## config.mk

```make
export PLATFORM = sky130hd
export DESIGN_NAME = psr_readback
export DESIGN_NICKNAME = d
export VERILOG_FILES = /design/src/core/psr_sync2.v /design/src/core/psr_readback.v
export VERILOG_INCLUDE_DIRS = /design/src /design/src/core
export SDC_FILE = /design/constraint.sdc
export NUM_CORES = 1
export LEC_CHECK = 0
export BUFFER_PORTS_ARGS = -buffer_cell sky130_fd_sc_hd__buf_4
export CAP_MARGIN = 20
export CORE_ASPECT_RATIO = 1.75
export CORE_MARGIN = 2
export CORE_UTILIZATION = 54
export CTS_CLUSTER_SIZE = 10
export DETAILED_ROUTE_END_ITERATION = 7
export HOLD_SLACK_MARGIN = 0.12
export PLACE_DENSITY = 0.91
export SKIP_LAST_GASP = 1
export SLEW_MARGIN = 20
export SYNTH_ARGS = -nofsm -noshare
export SYNTH_HDL_FRONTEND = slang
export SYNTH_HIERARCHICAL = 1
export SYNTH_SLANG_ARGS = --single-unit
```

## constraint.sdc

```tcl
create_clock -name clk -period 1.9 [get_ports clk]
set_input_delay 0.285 -clock clk [delete_from_list [all_inputs] [get_ports clk]]
set_output_delay 0.285 -clock clk [all_outputs]
set_load 0.02 [all_outputs]
```

## src/core/psr_regs.vh

```
`ifndef PSR_REGS_VH
`define PSR_REGS_VH

// ****************************************************************
// Register byte offsets
// ****************************************************************
`define PSR_OFS_PMU0 8'h00
`define PSR_OFS_PMU1 8'h04
`define PSR_OFS_PMU2 8'h08
`define PSR_OFS_PMU3 8'h0c
`define PSR_OFS_SYSCTL 8'h10
`define PSR_OFS_RB0 8'h20
`define PSR_OFS_RB1 8'h24
`define PSR_OFS_RB2 8'h28
`define PSR_OFS_RB3 8'h2c
`define PSR_OFS_CMPSTAT 8'h30
`define PSR_OFS_ALMSTAT 8'h34
`define PSR_OFS_IRQSTAT 8'h38
`define PSR_OFS_IRQMASK 8'h3c

// ****************************************************************
// Readback word fields
// ****************************************************************
`define PSR_WORD_W 24
`define PSR_TYPE_HI 23
`define PSR_TYPE_LO 22
`define PSR_SETUP_HI 21
`define PSR_SETUP_LO 7
`define PSR_RSVD_BIT 18
`define PSR_BIT_FIN 12
`define PSR_BIT_SF 11
`define PSR_BIT_SS 10
`define PSR_BIT_CL 9
`define PSR_BIT_CPEN 8
`define PSR_BIT_CMPV 7
`define PSR_BIT_TLATCH 6
`define PSR_BIT_TLIVE 5
`define PSR_BIT_CLEAR 6
`define PSR_CMP_HI 21
`define PSR_CMP_LO 14
`define PSR_ALM_TLATCH 21
`define PSR_ALM_TLIVE 20

// ****************************************************************
// Word type codes and reset values
// ****************************************************************
`define PSR_TYPE_PMU 2'h0
`define PSR_TYPE_CMP 2'h1
`define PSR_TYPE_ALM 2'h3
`define PSR_SETUP_RST 15'h0000
`define PSR_IRQ_RST 3'h0
`define PSR_IRQ_TEMP 0
`define PSR_IRQ_CLAMP 1
`define PSR_IRQ_GUARD 2

`endif

```

## src/core/psr_sync2.v

```verilog
// ****************************************************************
// Two-stage synchroniser for pin levels
// ****************************************************************
module psr_sync2 #(
    parameter WIDTH = 1
) (
    input wire clk,
    input wire rst,
    input wire [WIDTH-1:0] pin_in,
    output reg [WIDTH-1:0] sync_out
);

    reg [WIDTH-1:0] meta;

    // The first stage feeds only the second stage.
    always @(posedge clk)
    begin
        if (rst)
        begin
            meta <= {WIDTH{1'b0}};
            sync_out <= {WIDTH{1'b0}};
        end
        else
        begin
            meta <= pin_in;
            sync_out <= meta;
        end
    end

endmodule

```

## src/core/psr_readback.v

```verilog
// Operation
// - Each readback returns one 24-bit word
// - Bit 12 shows force input switch
// - Bits 11,10 show system force/sense connection
// - Bit 9 shows current clamp enable
// - Clamp bit follows last writer, either register
// - Bit 8 shows comparator output enable
// - Comparator enable follows last writer, either register
// - Bit 7 one for voltage compare
// - Bits 6,5 carry latched and live thermal alarm
// - Writing clear bit resets latched thermal alarm
// - Comparator word read-only, type bits 0,1
// - Bits 21..14 hold low/high comparator pairs
// - Separate alarm word; thermal mirrored per channel
module psr_readback #(
    parameter CHANNELS = 4
) (
    input wire clk,
    input wire rst,
    input wire [7:0] addr,
    input wire [31:0] wr_data,
    input wire wr_en,
    input wire rd_en,
    output reg [31:0] rd_data,
    input wire thermal_alarm_pin,
    input wire [3:0] clamp_alarm_pin,
    input wire [3:0] guard_alarm_pin,
    input wire [3:0] low_comparator_pin,
    input wire [3:0] high_comparator_pin,
    output reg [3:0] channel_enable,
    output reg [3:0] force_input_switch,
    output reg [3:0] system_force_connect,
    output reg [3:0] system_sense_connect,
    output reg [3:0] current_clamp_enable,
    output reg [3:0] comparator_output_enable,
    output reg [3:0] compare_voltage,
    output wire irq
);

`include "psr_regs.vh"

    // ****************************************************************
    // Pin synchronisers
    // ****************************************************************
    wire thermal_alarm_live;
    wire [3:0] clamp_live;
    wire [3:0] guard_live;
    wire [3:0] low_cmp;
    wire [3:0] high_cmp;

    psr_sync2 #(
        .WIDTH(17)
    ) u_sync (
        .clk(clk),
        .rst(rst),
        .pin_in({thermal_alarm_pin, clamp_alarm_pin, guard_alarm_pin,
            low_comparator_pin, high_comparator_pin}),
        .sync_out({thermal_alarm_live, clamp_live, guard_live,
            low_cmp, high_cmp})
    );

    // ****************************************************************
    // Channel setup storage
    // ****************************************************************
    // Setup fields are held in the same layout as readback bits 21..7,
    // so a readback is a straight copy of the stored field.
    reg [14:0] setup0;
    reg [14:0] setup1;
    reg [14:0] setup2;
    reg [14:0] setup3;
    reg [14:0] next_setup0;
    reg [14:0] next_setup1;
    reg [14:0] next_setup2;
    reg [14:0] next_setup3;

    wire pmu_wr0;
    wire pmu_wr1;
    wire pmu_wr2;
    wire pmu_wr3;
    wire sys_wr;
    wire [14:0] wr_setup;
    wire [14:0] rsvd_mask;
    wire clr_alarm;

    assign pmu_wr0 = wr_en && (addr == `PSR_OFS_PMU0);
    assign pmu_wr1 = wr_en && (addr == `PSR_OFS_PMU1);
    assign pmu_wr2 = wr_en && (addr == `PSR_OFS_PMU2);
    assign pmu_wr3 = wr_en && (addr == `PSR_OFS_PMU3);
    assign sys_wr = wr_en && (addr == `PSR_OFS_SYSCTL);

    // The reserved position never stores a one.
    assign rsvd_mask = ~(15'h0001 << (`PSR_RSVD_BIT - `PSR_SETUP_LO));
    assign wr_setup = wr_data[`PSR_SETUP_HI:`PSR_SETUP_LO] & rsvd_mask;

    assign clr_alarm = (pmu_wr0 || pmu_wr1 || pmu_wr2 || pmu_wr3)
        && wr_data[`PSR_BIT_CLEAR];

    localparam CL_POS = `PSR_BIT_CL - `PSR_SETUP_LO;
    localparam CP_POS = `PSR_BIT_CPEN - `PSR_SETUP_LO;

    // A system control write updates clamp and comparator enables of
    // the channels picked by its low four bits; a channel register
    // write updates all of that channel's fields. Only one strobe can
    // be high per cycle, so whichever came last is what is held.
    always @*
    begin
        next_setup0 = setup0;
        next_setup1 = setup1;
        next_setup2 = setup2;
        next_setup3 = setup3;
        if (pmu_wr0)
            next_setup0 = wr_setup;
        if (pmu_wr1)
            next_setup1 = wr_setup;
        if (pmu_wr2)
            next_setup2 = wr_setup;
        if (pmu_wr3)
            next_setup3 = wr_setup;
        if (sys_wr)
        begin
            if (wr_data[0])
            begin
                next_setup0[CL_POS] = wr_data[`PSR_BIT_CL];
                next_setup0[CP_POS] = wr_data[`PSR_BIT_CPEN];
            end
            if (wr_data[1])
            begin
                next_setup1[CL_POS] = wr_data[`PSR_BIT_CL];
                next_setup1[CP_POS] = wr_data[`PSR_BIT_CPEN];
            end
            if (wr_data[2])
            begin
                next_setup2[CL_POS] = wr_data[`PSR_BIT_CL];
                next_setup2[CP_POS] = wr_data[`PSR_BIT_CPEN];
            end
            if (wr_data[3])
            begin
                next_setup3[CL_POS] = wr_data[`PSR_BIT_CL];
                next_setup3[CP_POS] = wr_data[`PSR_BIT_CPEN];
            end
        end
    end

    always @(posedge clk)
    begin
        if (rst)
        begin
            setup0 <= `PSR_SETUP_RST;
            setup1 <= `PSR_SETUP_RST;
            setup2 <= `PSR_SETUP_RST;
            setup3 <= `PSR_SETUP_RST;
        end
        else
        begin
            setup0 <= next_setup0;
            setup1 <= next_setup1;
            setup2 <= next_setup2;
            setup3 <= next_setup3;
        end
    end

    // ****************************************************************
    // Control outputs to the analog channels
    // ****************************************************************
    localparam EN_POS = 14;
    localparam FIN_POS = `PSR_BIT_FIN - `PSR_SETUP_LO;
    localparam SF_POS = `PSR_BIT_SF - `PSR_SETUP_LO;
    localparam SS_POS = `PSR_BIT_SS - `PSR_SETUP_LO;
    localparam CV_POS = `PSR_BIT_CMPV - `PSR_SETUP_LO;

    always @(posedge clk)
    begin
        if (rst)
        begin
            channel_enable <= 4'h0;
            force_input_switch <= 4'h0;
            system_force_connect <= 4'h0;
            system_sense_connect <= 4'h0;
            current_clamp_enable <= 4'h0;
            comparator_output_enable <= 4'h0;
            compare_voltage <= 4'h0;
        end
        else
        begin
            channel_enable <= {next_setup3[EN_POS], next_setup2[EN_POS],
                next_setup1[EN_POS], next_setup0[EN_POS]};
            force_input_switch <= {next_setup3[FIN_POS],
                next_setup2[FIN_POS], next_setup1[FIN_POS],
                next_setup0[FIN_POS]};
            system_force_connect <= {next_setup3[SF_POS],
                next_setup2[SF_POS], next_setup1[SF_POS],
                next_setup0[SF_POS]};
            system_sense_connect <= {next_setup3[SS_POS],
                next_setup2[SS_POS], next_setup1[SS_POS],
                next_setup0[SS_POS]};
            current_clamp_enable <= {next_setup3[CL_POS],
                next_setup2[CL_POS], next_setup1[CL_POS],
                next_setup0[CL_POS]};
            comparator_output_enable <= {next_setup3[CP_POS],
                next_setup2[CP_POS], next_setup1[CP_POS],
                next_setup0[CP_POS]};
            compare_voltage <= {next_setup3[CV_POS], next_setup2[CV_POS],
                next_setup1[CV_POS], next_setup0[CV_POS]};
        end
    end

    // ****************************************************************
    // Alarm latches
    // ****************************************************************
    reg thermal_alarm_latched;
    reg [3:0] clamp_latched;
    reg [3:0] guard_latched;

    // A live alarm in the clearing cycle keeps the latch set, so no
    // event slips through a clear.
    always @(posedge clk)
    begin
        if (rst)
        begin
            thermal_alarm_latched <= 1'b0;
            clamp_latched <= 4'h0;
            guard_latched <= 4'h0;
        end
        else
        begin
            thermal_alarm_latched <= thermal_alarm_live
                || (thermal_alarm_latched && !clr_alarm);
            clamp_latched <= clamp_live
                | (clamp_latched & {4{!clr_alarm}});
            guard_latched <= guard_live
                | (guard_latched & {4{!clr_alarm}});
        end
    end

    // ****************************************************************
    // Interrupt status and mask
    // ****************************************************************
    reg [2:0] irq_status;
    reg [2:0] irq_mask;
    reg thermal_d;
    reg [3:0] clamp_d;
    reg [3:0] guard_d;
    wire [2:0] irq_event;
    wire [2:0] irq_clear;

    assign irq_event[`PSR_IRQ_TEMP] = thermal_alarm_live && !thermal_d;
    assign irq_event[`PSR_IRQ_CLAMP] = |(clamp_live & ~clamp_d);
    assign irq_event[`PSR_IRQ_GUARD] = |(guard_live & ~guard_d);
    assign irq_clear = (wr_en && (addr == `PSR_OFS_IRQSTAT))
        ? wr_data[2:0] : 3'h0;
    assign irq = |(irq_status & irq_mask);

    always @(posedge clk)
    begin
        if (rst)
        begin
            thermal_d <= 1'b0;
            clamp_d <= 4'h0;
            guard_d <= 4'h0;
            irq_status <= `PSR_IRQ_RST;
            irq_mask <= `PSR_IRQ_RST;
        end
        else
        begin
            thermal_d <= thermal_alarm_live;
            clamp_d <= clamp_live;
            guard_d <= guard_live;
            irq_status <= irq_event | (irq_status & ~irq_clear);
            if (wr_en && (addr == `PSR_OFS_IRQMASK))
                irq_mask <= wr_data[2:0];
        end
    end

    // ****************************************************************
    // Readback words
    // ****************************************************************
    wire [23:0] pmu_word0;
    wire [23:0] pmu_word1;
    wire [23:0] pmu_word2;
    wire [23:0] pmu_word3;
    wire [23:0] cmp_word;
    wire [23:0] alm_word;
    wire [1:0] alarm_pair;

    assign alarm_pair = {thermal_alarm_latched, thermal_alarm_live};

    assign pmu_word0 = {`PSR_TYPE_PMU, setup0, alarm_pair, 5'h00};
    assign pmu_word1 = {`PSR_TYPE_PMU, setup1, alarm_pair, 5'h00};
    assign pmu_word2 = {`PSR_TYPE_PMU, setup2, alarm_pair, 5'h00};
    assign pmu_word3 = {`PSR_TYPE_PMU, setup3, alarm_pair, 5'h00};

    assign cmp_word = {`PSR_TYPE_CMP,
        low_cmp[0], high_cmp[0], low_cmp[1], high_cmp[1],
        low_cmp[2], high_cmp[2], low_cmp[3], high_cmp[3], 14'h0000};

    assign alm_word = {`PSR_TYPE_ALM, alarm_pair,
        guard_latched[0], guard_live[0], guard_latched[1], guard_live[1],
        guard_latched[2], guard_live[2], guard_latched[3], guard_live[3],
        clamp_latched[0], clamp_live[0], clamp_latched[1], clamp_live[1],
        clamp_latched[2], clamp_live[2], clamp_latched[3], clamp_live[3],
        4'h0};

    // ****************************************************************
    // Read port
    // ****************************************************************
    reg [31:0] next_rd_data;

    always @*
    begin
        next_rd_data = 32'h0000_0000;
        if (rd_en)
        begin
            case (addr)
                `PSR_OFS_PMU0: next_rd_data = {8'h00, pmu_word0};
                `PSR_OFS_PMU1: next_rd_data = {8'h00, pmu_word1};
                `PSR_OFS_PMU2: next_rd_data = {8'h00, pmu_word2};
                `PSR_OFS_PMU3: next_rd_data = {8'h00, pmu_word3};
                `PSR_OFS_RB0: next_rd_data = {8'h00, pmu_word0};
                `PSR_OFS_RB1: next_rd_data = {8'h00, pmu_word1};
                `PSR_OFS_RB2: next_rd_data = {8'h00, pmu_word2};
                `PSR_OFS_RB3: next_rd_data = {8'h00, pmu_word3};
                `PSR_OFS_CMPSTAT: next_rd_data = {8'h00, cmp_word};
                `PSR_OFS_ALMSTAT: next_rd_data = {8'h00, alm_word};
                `PSR_OFS_IRQSTAT: next_rd_data = {29'h0, irq_status};
                `PSR_OFS_IRQMASK: next_rd_data = {29'h0, irq_mask};
                default: next_rd_data = 32'h0000_0000;
            endcase
        end
    end

    // Read data is zero except in the cycle right after a read.
    always @(posedge clk)
    begin
        if (rst)
            rd_data <= 32'h0000_0000;
        else
            rd_data <= next_rd_data;
    end

endmodule

```

# Yosys cells after proc, flatten, opt, wreduce, memory -nomap -nowiden
# Index checks and enable logic that the tools add are counted.
# word_totals
reg_bits	174
input_bits	61
elab_cells	90
# op_classes
n_eq_ne	12
mux	14
n_bitwise	13
reduce_logical	25
# op_table
cell	count
case mux 24 bit (8 select lines)	1
== test 8 x 6 -> 1 bit (second input constant)	8
2-to-1 mux 15 bit	4
AND 4 bit	4
== test 8 x 4 -> 1 bit (second input constant)	2
2-to-1 mux 2 bit	8
logical AND 1 bit	10
OR reduction 2 bit	5
== test 8 x 3 -> 1 bit (second input constant)	1
== test 8 x 5 -> 1 bit (second input constant)	1
logical NOT 8 bit	1
NOT 4 bit	2
bitwise OR 4 bit	2
OR reduction 4 bit	2
AND 3 bit	2
logical OR 1 bit	4
2-to-1 mux 3 bit	1
NOT 3 bit	1
bitwise OR 3 bit	1
OR reduction 3 bit	1
logical NOT 1 bit	2
NOT 1 bit	1

# Logic depth before layout (Yosys ltp)
# Gate-level depths: netlist of run 1.
# depth
ltp_word	9
depth_mapped	6
ltp_nobuf	4

# Modules after synthesis
# Netlist of run 1, hierarchy kept.
# by_module_without_submodules
mod	instances	cells_per_inst	area_each_um2
psr_readback	1	445	4466.8
psr_sync2	1	71	937.1

# Worst setup path after synthesis of run 1
# No wires, ideal clock.
# synth_path
path_kind	input to register
from	input addr[5]
to	register setup2[1]
arrival_time_ns	1.363
required_ns	1.772
path_slack_ns	0.410
stages	4
path_buffers	0
path_cell_list	or4b_4 > a2111oi_4 > mux2i_1 > nor2_1
# synth_via
elab_chain_cells	5
word_cells_on_any_way	7
# synth_lines
element	line	rtl
from (decl)	psr_readback.v:20	input wire [7:0] addr,
== test 8 x 4 -> 1 bit	-	
logical AND 1 bit	psr_readback.v:87	assign pmu_wr2 = wr_en && (addr == `PSR_OFS_PMU2);
2-to-1 mux 15 bit	psr_readback.v:115	if (pmu_wr2)
2-to-1 mux 2 bit	psr_readback.v:131	if (wr_data[2])
2-to-1 mux 2 bit *	psr_readback.v:119	if (sys_wr)
to (signal assigned)	psr_readback.v:150	setup2 <= `PSR_SETUP_RST;
to (signal assigned)	psr_readback.v:157	setup2 <= next_setup2;
to (decl)	psr_readback.v:69	reg [14:0] setup2;
# Every way passes the cells marked *; elsewhere a longest branch is shown, timed or not.
# A chain may end at the register's enable or synchronous reset.

# Worst setup path in the final report of run 1
# layout_path
from	register irq_status[0]
to	output irq
# layout_via
elab_chain_cells	2
# layout_lines
element	line	rtl
from (decl)	psr_readback.v:238	reg [2:0] irq_status;
from (signal assigned)	psr_readback.v:260	irq_status <= `PSR_IRQ_RST;
from (signal assigned)	psr_readback.v:268	irq_status <= irq_event | (irq_status & ~irq_clear);
AND 3 bit	psr_readback.v:251	assign irq = |(irq_status & irq_mask);
OR reduction 3 bit	psr_readback.v:251	
to (decl)	psr_readback.v:37	output wire irq
# No other way between the ends.

==> reports/results.txt, run 1 <==
Final GP Congestion - 0.899
status - finished, final reports clean
fillcell total - 648
Final Cycle Share - 0.857
DP Worst Slack - 0.122 ns
clock transition at the registers of the reported paths - 0.06 ns
register area share after synthesis - 0.508
Worst Clk Skew - 0.00702 ns
Max Cap Violations - 0
TritonCTS buffer count - 17
post-synthesis instance area - 5400 um^2
Clock Path Buffers - 2
initial DRC count - 369
RSZ-0062 raised after global routing - no
Layout area overhead - 26.9%
number of I/O port buffers - 99
Warnings, synthesis - 6
FF+latch count, synth - 137
grt total ovfl - 0
ys async rst share - 0
final WL - 13900 um
Row Count - 48
Finished Cell Area - 6860 um^2
Pre-antenna DRT Iters - 5
minimum clock period - 1.63 ns
critical path's slowest cell - a222oi_1
arrival time at the worst endpoint - 1.34 ns
initial antenna violation count - 0
Residual DRC - 0
R2R depth - 2
Data required, critical path - 1.62 ns
fin. max-slew vios - 0
CTS tree - yes
peak supply drop - 0.748 mV
Final Hold Vio Count - 0
# setup viols final - 0
kind of critical path - reg -> out
Lkg Pwr - 3.11 nW
largest net degree at the start of global routing - 58
CTS root buffer - clkbuf_16
worst skew pair latency - 0.42 ns
final net count - 672
Largest stage delay, worst path - 0.36 ns
Post-DP Area - 6040 um^2
Worst setup EP type - output port
normalized max-slew margin - 0.622
I/O Pins - 122
Hold Crit Start - wr_data[21]
area of the core - 9790 um^2
min-delay worst type - in -> reg
Die Wd - 79.6 um
Worst setup SP type - register
post-route ant nets - 0
share of layout cells above drive strength 1 - 0.276
setup TNS - 0 ns
PD cells - 1010 nW/um^2
routed vias - 4208
# diodes - 0
Worst Path Max Fanout - 3
first-pass GRT wire length - 21300 um
Mapped Cells - 516
RR Startpoint - setup3[4]$_SDFFE_PP0P_
Wirelength per Cell - 18.5 um
Critical Path Start - irq_status[0]$_SDFF_PP0_
vias in the first global route - 4310
worst hold stages - 3
f_max - 614 MHz
Setup Buffers After CTS - 0
die area - 10900 um^2
syn avg cell area - 10.5 um^2
slew of the pin with the lowest slew margin - 0.568 ns
Initial Util - 0.552
clk sinks - 137
DP HPWL - 8920 um
CTS H-tree lvls - 4
drt via density - 5.63
critical path cell sequence - a222oi_1, inv_1, buf_4
Tot GR Track Use - 0.263
number of enable flip-flop cells after synthesis - 0
Die Y-Extent - 136 um
ys flop type - dfxtp_1
worst setup margin - 0.271 ns
Cell variety after synth - 45
-- cell type report --
cell class,count,area (um^2),area share
Tap cell,125,156,0.0228
Sequential cell,137,2740,0.400
Timing Repair Buffer,132,1060,0.154
Clock buffer,18,429,0.0626
Clock inverter,13,219,0.0319
Multi-Input combinational cell,310,2200,0.321
Inverter,13,48.8,0.00712
-- synthesized netlist by cell type, types with 9 or more instances --
cell type,number,area [um^2]
mux4_2,12,270
a21o_1,9,67.6
clkbuf_1,10,37.5
mux2i_1,47,470
dfxtp_1,137,2740
nor2b_1,35,219
a21oi_1,16,80.1
nor2_1,74,278
buf_4,40,300
inv_1,13,48.8
nand2_1,29,109
a22oi_1,18,135
buf_2,9,45.0
-- worst max-delay path, delay by kind of cell, from the launching register on --
kind	cells	cell delay, ns
AOI/OAI and AO/OA	1	0.36
buffers and inverters	2	0.23
DFF	1	0.33
-- cell families after synthesis --
kind of cell	after synthesis	share of synthesized area
simple gates	175	0.168
flops	137	0.508
buf+inv	77	0.0903
compound gates	64	0.0905
mux	62	0.143
other cells	1	0.000694
-- layer usage --
layer,part of all wire,GRT usage,up-vias
met5,0,0,-
met4,0.056,0.181,0
met3,0.065,0.0631,47
met2,0.54,0.471,241
met1,0.34,0.262,2008
li1,-,-,1912
-- cells in the final DEF, fill, tap and decap left out, types with 5 or more instances in the layout --
cell type	synthesis	routed
dfxtp_1	137	137
inv_1	13	13
conb_1	1	9
nor2_1	74	74
dlygate4sd3_1	0	17
mux2i_1	47	47
bufinv_16	0	5
mux4_2	12	12
a21o_1	9	9
buf_4	40	113
nand3_1	6	6
nor2b_1	35	35
o22ai_1	6	6
nand2_1	29	29
a21oi_1	16	16
a22oi_1	18	18
clkbuf_16	0	17
-- final timing paths --
kind / to / slack [ns]
worst max register to register: rd_data[11]$_SDFF_PP0_ / 0.65
worst max-delay path: irq / 0.27
worst min-delay path: channel_enable[1]$_SDFFE_PP0P_ / 0.13
worst min register to register: u_sync/sync_out[7]$_SDFF_PP0_ / 0.43
-- report_power, final --
group	internal [mW]	switching, mW
Sequential	2.93	0.0288
Clock	2.34	1.26
Combinational	0.169	0.184
-- timing repair --
| action | 4_1_cts | 5_1_grt |
|---|---|---|
| hold buffers | 17 | 0 |
| endpoints found under the hold margin | 17 | 0 |
| resized for setup | 0 | 0 |
-- registers in the layout, indices dropped and copies added, names as in the netlist --
name and cells:
u_sync/sync_out 17, rd_data 23, channel_enable 3, guard_d 4, setup0 13, irq_status 3
clamp_latched 4, u_sync/meta 17, thermal_d 1, setup3 14, setup2 13, thermal_alarm_latched 1
setup1 13, guard_latched 4, clamp_d 4, irq_mask 3
-- metrics by stage --
step | std cells | hold slack (ns) | total power, mW | utilization
2_1_floorplan | 524 | 0.413 | 3.20 | -
3_3_place_gp | 700 | 0.421 | 3.32 | 0.617
3_5_place_dp | 700 | 0.426 | 3.33 | 0.617
4_1_cts | 748 | 0.122 | 6.92 | 0.701
5_1_grt | 748 | 0.141 | 7.07 | 0.701
6_report | 748 | 0.131 | 6.91 | 0.701
(Power assumes the default switching activity.)
==> run 2, diff against run 1 <==
ABC_AREA = 1   (was not set)
CTS_CLUSTER_SIZE = 14   (was 10)
PLACE_DENSITY = 0.9   (was 0.91)
==> run 2 against run 1 <==
First-iteration DRC count increased by 45%. Fmax increased by 18%. Core utilization down 0.70 points. Non-clock buffer count increased by 8.
==> reports/results.txt, run 2 <==
biggest registers after layout - rd_data: 23 flops, u_sync/meta: 17 flops, u_sync/sync_out: 17 flops
Worst Path Max Fanout - 9 (+6)
final net count - 919 (+37%)
syn avg cell area - 7.35 um^2 (-30%)
Synth area leader - dfxtp_1
TritonCTS buffer count - 17 (unchanged)
fillcell total - 797 (+23%)
routed vias - 5113 (+22%)
area of the core - 10200 um^2 (+4.0%)
Data required, critical path - 2.25 ns (+0.63 ns)
post-synthesis instance area - 5560 um^2 (+2.8%)
post-route ant nets - 0 (unchanged)
grt total ovfl - 0 (unchanged)
min-delay worst type - in -> reg
fin. max-slew vios - 0 (unchanged)
Wirelength per Cell - 14.4 um (-22%)
initial DRC count - 536 (+45%)
CTS tree - yes
die area - 11200 um^2 (+2.7%)
Clock Path Buffers - 2 (unchanged)
Hold Crit Start - wr_data[16]
Layout area overhead - 27.0% (about the same)
Worst setup SP type - input port
top-count cell post-synth - nor2_1
normalized max-slew margin - 0.625 (+0.00307)
worst skew pair latency - 0.42 ns (about the same)
kind of critical path - in -> reg
Synth top area share - 0.493 (-0.0141)
# diodes - 0 (unchanged)
Max Cap Violations - 0 (unchanged)
slew of the pin with the lowest slew margin - 0.563 ns (-0.00461 ns)
setup TNS - 0 ns (unchanged)
Final Cycle Share - 0.726 (-0.131)
Cell variety after synth - 24 (-47%)
Residual DRC - 0 (unchanged)
share of layout cells above drive strength 1 - 0.194 (-0.0821)
first-pass GRT wire length - 22600 um (+5.8%)
R2R depth - 4 (+2)
Mapped Cells - 756 (+47%)
largest cells by area after synthesis - dfxtp_1 49%, nor2_1 13%, nand2_1 8.9%, buf_4 5.7%, inv_1 5.4%
Row Count - 49 (+2.1%)
fin util - 0.694 (-0.00703)
vias in the first global route - 4763 (+11%)
Die Y-Extent - 138 um (+1.4%)
worst path buffer plus inverter count - 2 (unchanged)
commonest non-fill, non-tap cell in the layout - nor2_1
Tot GR Track Use - 0.265 (+0.00127)
Worst setup EP type - register
max reg flops - 23 (unchanged)
Largest stage delay, worst path - 0.39 ns (+0.03 ns)
DP HPWL - 9190 um (+3.0%)
Setup Buffers After CTS - 0 (unchanged)
commonest non-fill, non-tap cells in the layout - 186 x nor2_1, 137 x dfxtp_1, 132 x nand2_1, 113 x buf_4, 80 x inv_1
Design Power - 6.81 mW (-1.5%)
worst hold stages - 3 (unchanged)
Final GP Congestion - 0.868 (-3.4%)
Initial Util - 0.546 (-0.00592)
critical path cell sequence - buf_4, nor2_4, nand2_1, nor2_2, buf_4, nand2_1, nand3_1, nor2_1, nor2_1
RSZ-0062 raised after global routing - no
most frequent cells after synthesis - 186 x nor2_1, 137 x dfxtp_1, 132 x nand2_1, 80 x inv_1, 56 x o21ai_0
PD cells - 964 nW/um^2 (-4.3%)
status - finished, final reports clean
initial antenna violation count - 0 (unchanged)
CTS root buffer - clkbuf_16
register area share after synthesis - 0.493 (-0.0141)
Finished Cell Area - 7060 um^2 (+2.9%)
Hold Buf Count CTS - 27 (+10)
Die Wd - 80.7 um (+1.3%)
RR Startpoint - u_sync/sync_out[12]$_SDFF_PP0_
# setup viols final - 0 (unchanged)
family with the most delay on the worst path - simple AND/OR/NAND/NOR gates
number of enable flip-flop cells after synthesis - 0 (unchanged)
CTS H-tree lvls - 4 (unchanged)
final WL - 14400 um (+3.9%)
clock transition at the registers of the reported paths - 0.06 ns (about the same)
Lkg Pwr - 3.30 nW (+6.1%)
WHS Endpoint - setup0[9]$_SDFFE_PP0P_
Most flops, register - rd_data
minimum clock period - 1.38 ns (-0.249 ns)
Worst Clk Skew - 0.00864 ns (+0.00162 ns)
FF+latch count, synth - 137 (unchanged)
ys flop type - dfxtp_1
Pre-antenna DRT Iters - 5 (unchanged)
Warnings, synthesis - 6 (unchanged)
FF-to-FF End - irq_status[1]$_SDFF_PP0_
peak supply drop - 0.714 mV (-4.6%)
Final Hold Vio Count - 0 (unchanged)
Post-DP Area - 6150 um^2 (+1.8%)
I/O Pins - 122 (unchanged)
drt via density - 5.12 (-8.9%)
arrival time at the worst endpoint - 1.73 ns (+0.39 ns)
ys async rst share - 0 (unchanged)
largest net degree at the start of global routing - 59 (+1.7%)
post-CTS sizing - 0 (unchanged)
number of I/O port buffers - 99 (unchanged)
f_max - 725 MHz (+18%)
critical path's slowest cell - nor2_2
clk sinks - 137 (unchanged)
Hold WS - 0.131 ns (+0.0000950 ns)
setup slack, reg-to-reg - 1.00 ns (+0.35 ns)
[run 2: cell families after synthesis]
logic type,count (synthesis),share of synthesized area
flip-flops,137,0.493
buffers and inverters,148,0.136
AO/OA/AOI/OAI,82,0.0752
AND/OR/NAND/NOR,388,0.294
other,1,0.000675
[run 2: final cells by class]
cell class                 instances  area [um^2]  area share
timing repair buffer             140         1120       0.158
multi-input combinational        479         2090       0.296
sequential                       137         2740       0.389
tap                              127          159      0.0225
clock buffer                      21          470      0.0667
clock inverter                    11          168      0.0238
inverter                          83          312      0.0441
[run 2: metal layers]
| layer | routed length [um] | global-route usage |
|---|---|---|
| met3 | 1050 | 0.0731 |
| met5 | 0 | 0 |
| met4 | 879 | 0.187 |
| met2 | 7310 | 0.439 |
| met1 | 5160 | 0.280 |
[run 2: worst max-delay path by stage]
| stage | cells after the start | start | to |
|---|---|---|---|
| after global routing | 8 | addr[1] | rd_data[12]$_SDFF_PP0_ |
| after detailed placement | 8 | addr[1] | setup2[13]$_SDFFE_PP0P_ |
| after CTS | 3 | irq_status[1]$_SDFF_PP0_ | irq |
| after global placement | 8 | addr[7] | rd_data[6]$_SDFF_PP0_ |
| final | 9 | addr[1] | rd_data[20]$_SDFF_PP0_ |
| after floorplan | 7 | addr[1] | setup3[10]$_SDFFE_PP0P_ |
[run 2: per-stage QoR]
step | instances | worst slack, ns
after floorplan | 764 | 0.673
after global placement | 939 | 0.209
after detailed placement | 939 | 0.187
after CTS | 998 | 0.516
after global routing | 998 | 0.440
final | 998 | 0.520
[run 2: worst register-to-register path, cell delays in order (launching register included)]
cell,delay (ns)
dfxtp_1,0.33
inv_1,0.06
o22ai_1,0.21
nor2_1,0.08
a21oi_1,0.16
[run 2: power by group]
part           total [mW]  switching, mW  internal, mW
Sequential           2.96         0.0248          2.93
Clock                3.52           1.22          2.30
Combinational       0.329          0.182         0.147
==> run 3, diff against run 2 <==
ABC_AREA = 0   (was 1)
CORE_UTILIZATION = 48   (was 54)
PLACE_DENSITY = 0.86   (was 0.9)
clock period = 1.21 ns   (was 1.9 ns; I/O delays follow)
==> run 3 against run 2 <==
The run now ends with setup timing left. Clock power increased by 53%. Die area increased by 9.0%. Sequential cell count unchanged. Setup slack got worse by 0.81 ns. Non-clock buffer count increased by 55. Clock skew increased by 0.00075 ns. Hold slack about the same. Via count decreased by 13%. Wire length increased by 2.4%. Sequential share of layout area decreased by 2.4 points. Combinational power increased by 100%. Highest routed layer unchanged.
==> reports/results.txt, run 3 (synthesized netlist as in run 1, its figures left out) <==
die area - 12200 um^2 (+9.0%)
Hold WS - 0.132 ns (+0.000164 ns)
final net count - 735 (-20%)
Die Y-Extent - 144 um (+4.5%)
Reg power frac - 0.434 (about the same)
largest net degree at the start of global routing - 106 (+80%)
clk sinks - 137 (unchanged)
Clock Path Buffers - 2 (unchanged)
Worst setup SP type - register
area of the core - 11000 um^2 (+8.5%)
peak supply drop - 1.10 mV (+55%)
commonest non-fill, non-tap cells in the layout - 144 x buf_4, 126 x dfxtp_1, 74 x nor2_1, 46 x mux2i_1, 33 x nor2b_1
PD cells - 1410 nW/um^2 (+47%)
post-route ant nets - 0 (unchanged)
Worst setup EP type - output port
Die Wd - 84.2 um (+4.4%)
TritonCTS buffer count - 17 (unchanged)
first-pass GRT wire length - 22300 um (-1.2%)
grt total ovfl - 0 (unchanged)
Final Hold Vio Count - 0 (unchanged)
Most flops, register - rd_data
met3 Track Usage GR - 0.0514 (-0.0217)
I/O Pins - 122 (unchanged)
Row Count - 51 (+4.1%)
# placed instances - 754 (-20%)
CTS tree - yes
Worst Clk Skew - 0.00939 ns (+0.000750 ns)
arrival time at the worst endpoint - 1.32 ns (-0.41 ns)
vias in the first global route - 4520 (-5.1%)
Clock power frac - 0.504 (-0.013)
Post-DP Area - 6500 um^2 (+5.8%)
CTS H-tree lvls - 4 (unchanged)
commonest non-fill, non-tap cell in the layout - buf_4
Reg area - 2760 um^2 (+0.50%)
Hold Crit Start - wr_data[2]
final WL - 14700 um (+2.4%)
f_max - 666 MHz
RSZ-0062 raised after global routing - yes
Finished Cell Area - 7570 um^2 (+7.3%)
violated checks - setup timing
# diodes - 0 (unchanged)
Critical Path Start - irq_mask[1]$_SDFFE_PP0P_
RR Startpoint - setup3[0]$_SDFFE_PP0P_
biggest registers after layout - rd_data: 23 flops, u_sync/meta: 17 flops, u_sync/sync_out: 17 flops
initial antenna violation count - 0 (unchanged)
DP HPWL - 9740 um (+5.9%)
Max Cap Violations - 0 (unchanged)
clock transition at the registers of the reported paths - 0.06 ns (about the same)
sw frac - 0.224 (+0.0143)
worst hold stages - 4 (+1)
WHS Endpoint - irq_mask[2]$_SDFFE_PP0P_
Initial Util - 0.490 (-0.0566)
R2R depth - 3 (-1)
Psw - 2.40 mW (+68%)
routed vias - 4439 (-13%)
Data required, critical path - 1.03 ns (-1.22 ns)
area of the multi-input gates - 2290 um^2 (+9.6%)
Tot GR Track Use - 0.239 (-0.0253)
status - finished, violations left
setup TNS - -0.318 ns (-0.318 ns)
fin cells - 819 (-18%)
Layout area overhead - 40.1%
initial DRC count - 336 (-37%)
CTS root buffer - clkbuf_16
fin. max-slew vios - 0 (unchanged)
max reg flops - 23 (unchanged)
Wirelength per Cell - 18.0 um (+25%)
drt via density - 5.42 (+5.8%)
FF-to-FF End - rd_data[7]$_SDFF_PP0_
number of I/O port buffers - 99 (unchanged)
Final GP Congestion - 0.853 (-1.7%)
minimum clock period - 1.50 ns
worst skew pair latency - 0.42 ns (about the same)
global routing's busiest layer - met2
Design Power - 10.7 mW (+57%)
Pre-antenna DRT Iters - 6 (+1)
Worst Path Max Fanout - 3 (-6)
M2 GR Usage - 0.432 (-0.00756)
kind of critical path - reg -> out
# setup viols final - 3 (+3)
min-delay worst type - in -> reg
worst setup margin - -0.292 ns (-0.812 ns)
share of layout cells above drive strength 1 - 0.361 (+0.167)
Comb pwr share - 0.062 (+0.014)
met1 Use GR - 0.242 (-0.0385)
fillcell total - 737 (-7.5%)
normalized max-slew margin - 0.659 (+0.0344)
setup slack, reg-to-reg - 0 ns (-1.00 ns)
slew of the pin with the lowest slew margin - 0.511 ns (-0.0516 ns)
Power Internal - 8.30 mW (+54%)
Residual DRC - 0 (unchanged)
Final Cycle Share - 1.24
Lkg Pwr - 3.47 nW (+5.3%)
==> run 3: changes by cell type in the layout (fill, tap and decap cells not counted), moves of 12 or more <==
| cell | previous run | this run |
|---|---|---|
| nand2_1 | 132 | 29 |
| inv_1 | 80 | 13 |
| o21ai_0 | 56 | 2 |
| mux4_2 | 0 | 12 |
| nor2b_1 | 0 | 33 |
| nor2_1 | 186 | 74 |
| buf_4 | 113 | 144 |
| mux2i_1 | 0 | 46 |
| nand3_1 | 40 | 2 |
| a22oi_1 | 0 | 12 |
==> run 3: what timing repair did <==
item / in CTS / in global routing
setup endpoints to repair: 9 / 22
buffers inserted: 0 / 0
endpoints found under the hold margin: 72 / 0
gates cloned: 0 / 1
gates resized for setup: 10 / 22
hold buffers: 33 / 0
pin swaps: 2 / 6
==> run 3: how the worst max path moves through the flow <==
stage	endpoint	depth (start not counted)
finish	irq	3
detailed placement	setup0[1]$_SDFF_PP0_	5
floorplan	setup2[1]$_SDFF_PP0_	4
global placement	setup1[1]$_SDFF_PP0_	5
global route	irq	3
CTS	irq	3
==> run 3: metrics by stage <==
stage	setup WS (ns)	utilization
after floorplan	-0.177	-
after global placement	-0.368	0.589
after detailed placement	-0.383	0.589
after CTS	-0.280	0.680
after global routing	-0.364	0.686
final	-0.292	0.686
==> run 3: worst max-delay path, stage by stage, from the launching register on <==
cell and delay [ns]:
dfxtp_1 0.34, a222oi_1 0.33, inv_1 0.10, buf_6 0.14
==> run 3: cell type report <==
class,instances,area share
Sequential cell,137,0.364
Multi-Input combinational cell,310,0.302
Timing Repair Buffer,195,0.223
Clock buffer,18,0.0580
Clock inverter,14,0.0243
Tap cell,132,0.0218
Inverter,13,0.00645
==> run 3: routing by layer <==
| metal | vias up | share of wire |
|---|---|---|
| li1 | 2044 | - |
| met3 | 50 | 0.046 |
| met4 | 0 | 0.055 |
| met1 | 2157 | 0.35 |
| met5 | - | 0 |
| met2 | 188 | 0.55 |
==> run 3: power groups by stage <==
| stage | sequential (mW) | clock [mW] | combinational [mW] |
|---|---|---|---|
| final | 4.65 | 5.39 | 0.663 |
| after global placement | 4.74 | 0 | 0.541 |
| after detailed placement | 4.74 | 0 | 0.556 |
| after global routing | 4.65 | 5.62 | 0.706 |
| after floorplan | 4.72 | 0 | 0.307 |
| after CTS | 4.65 | 5.42 | 0.653 |
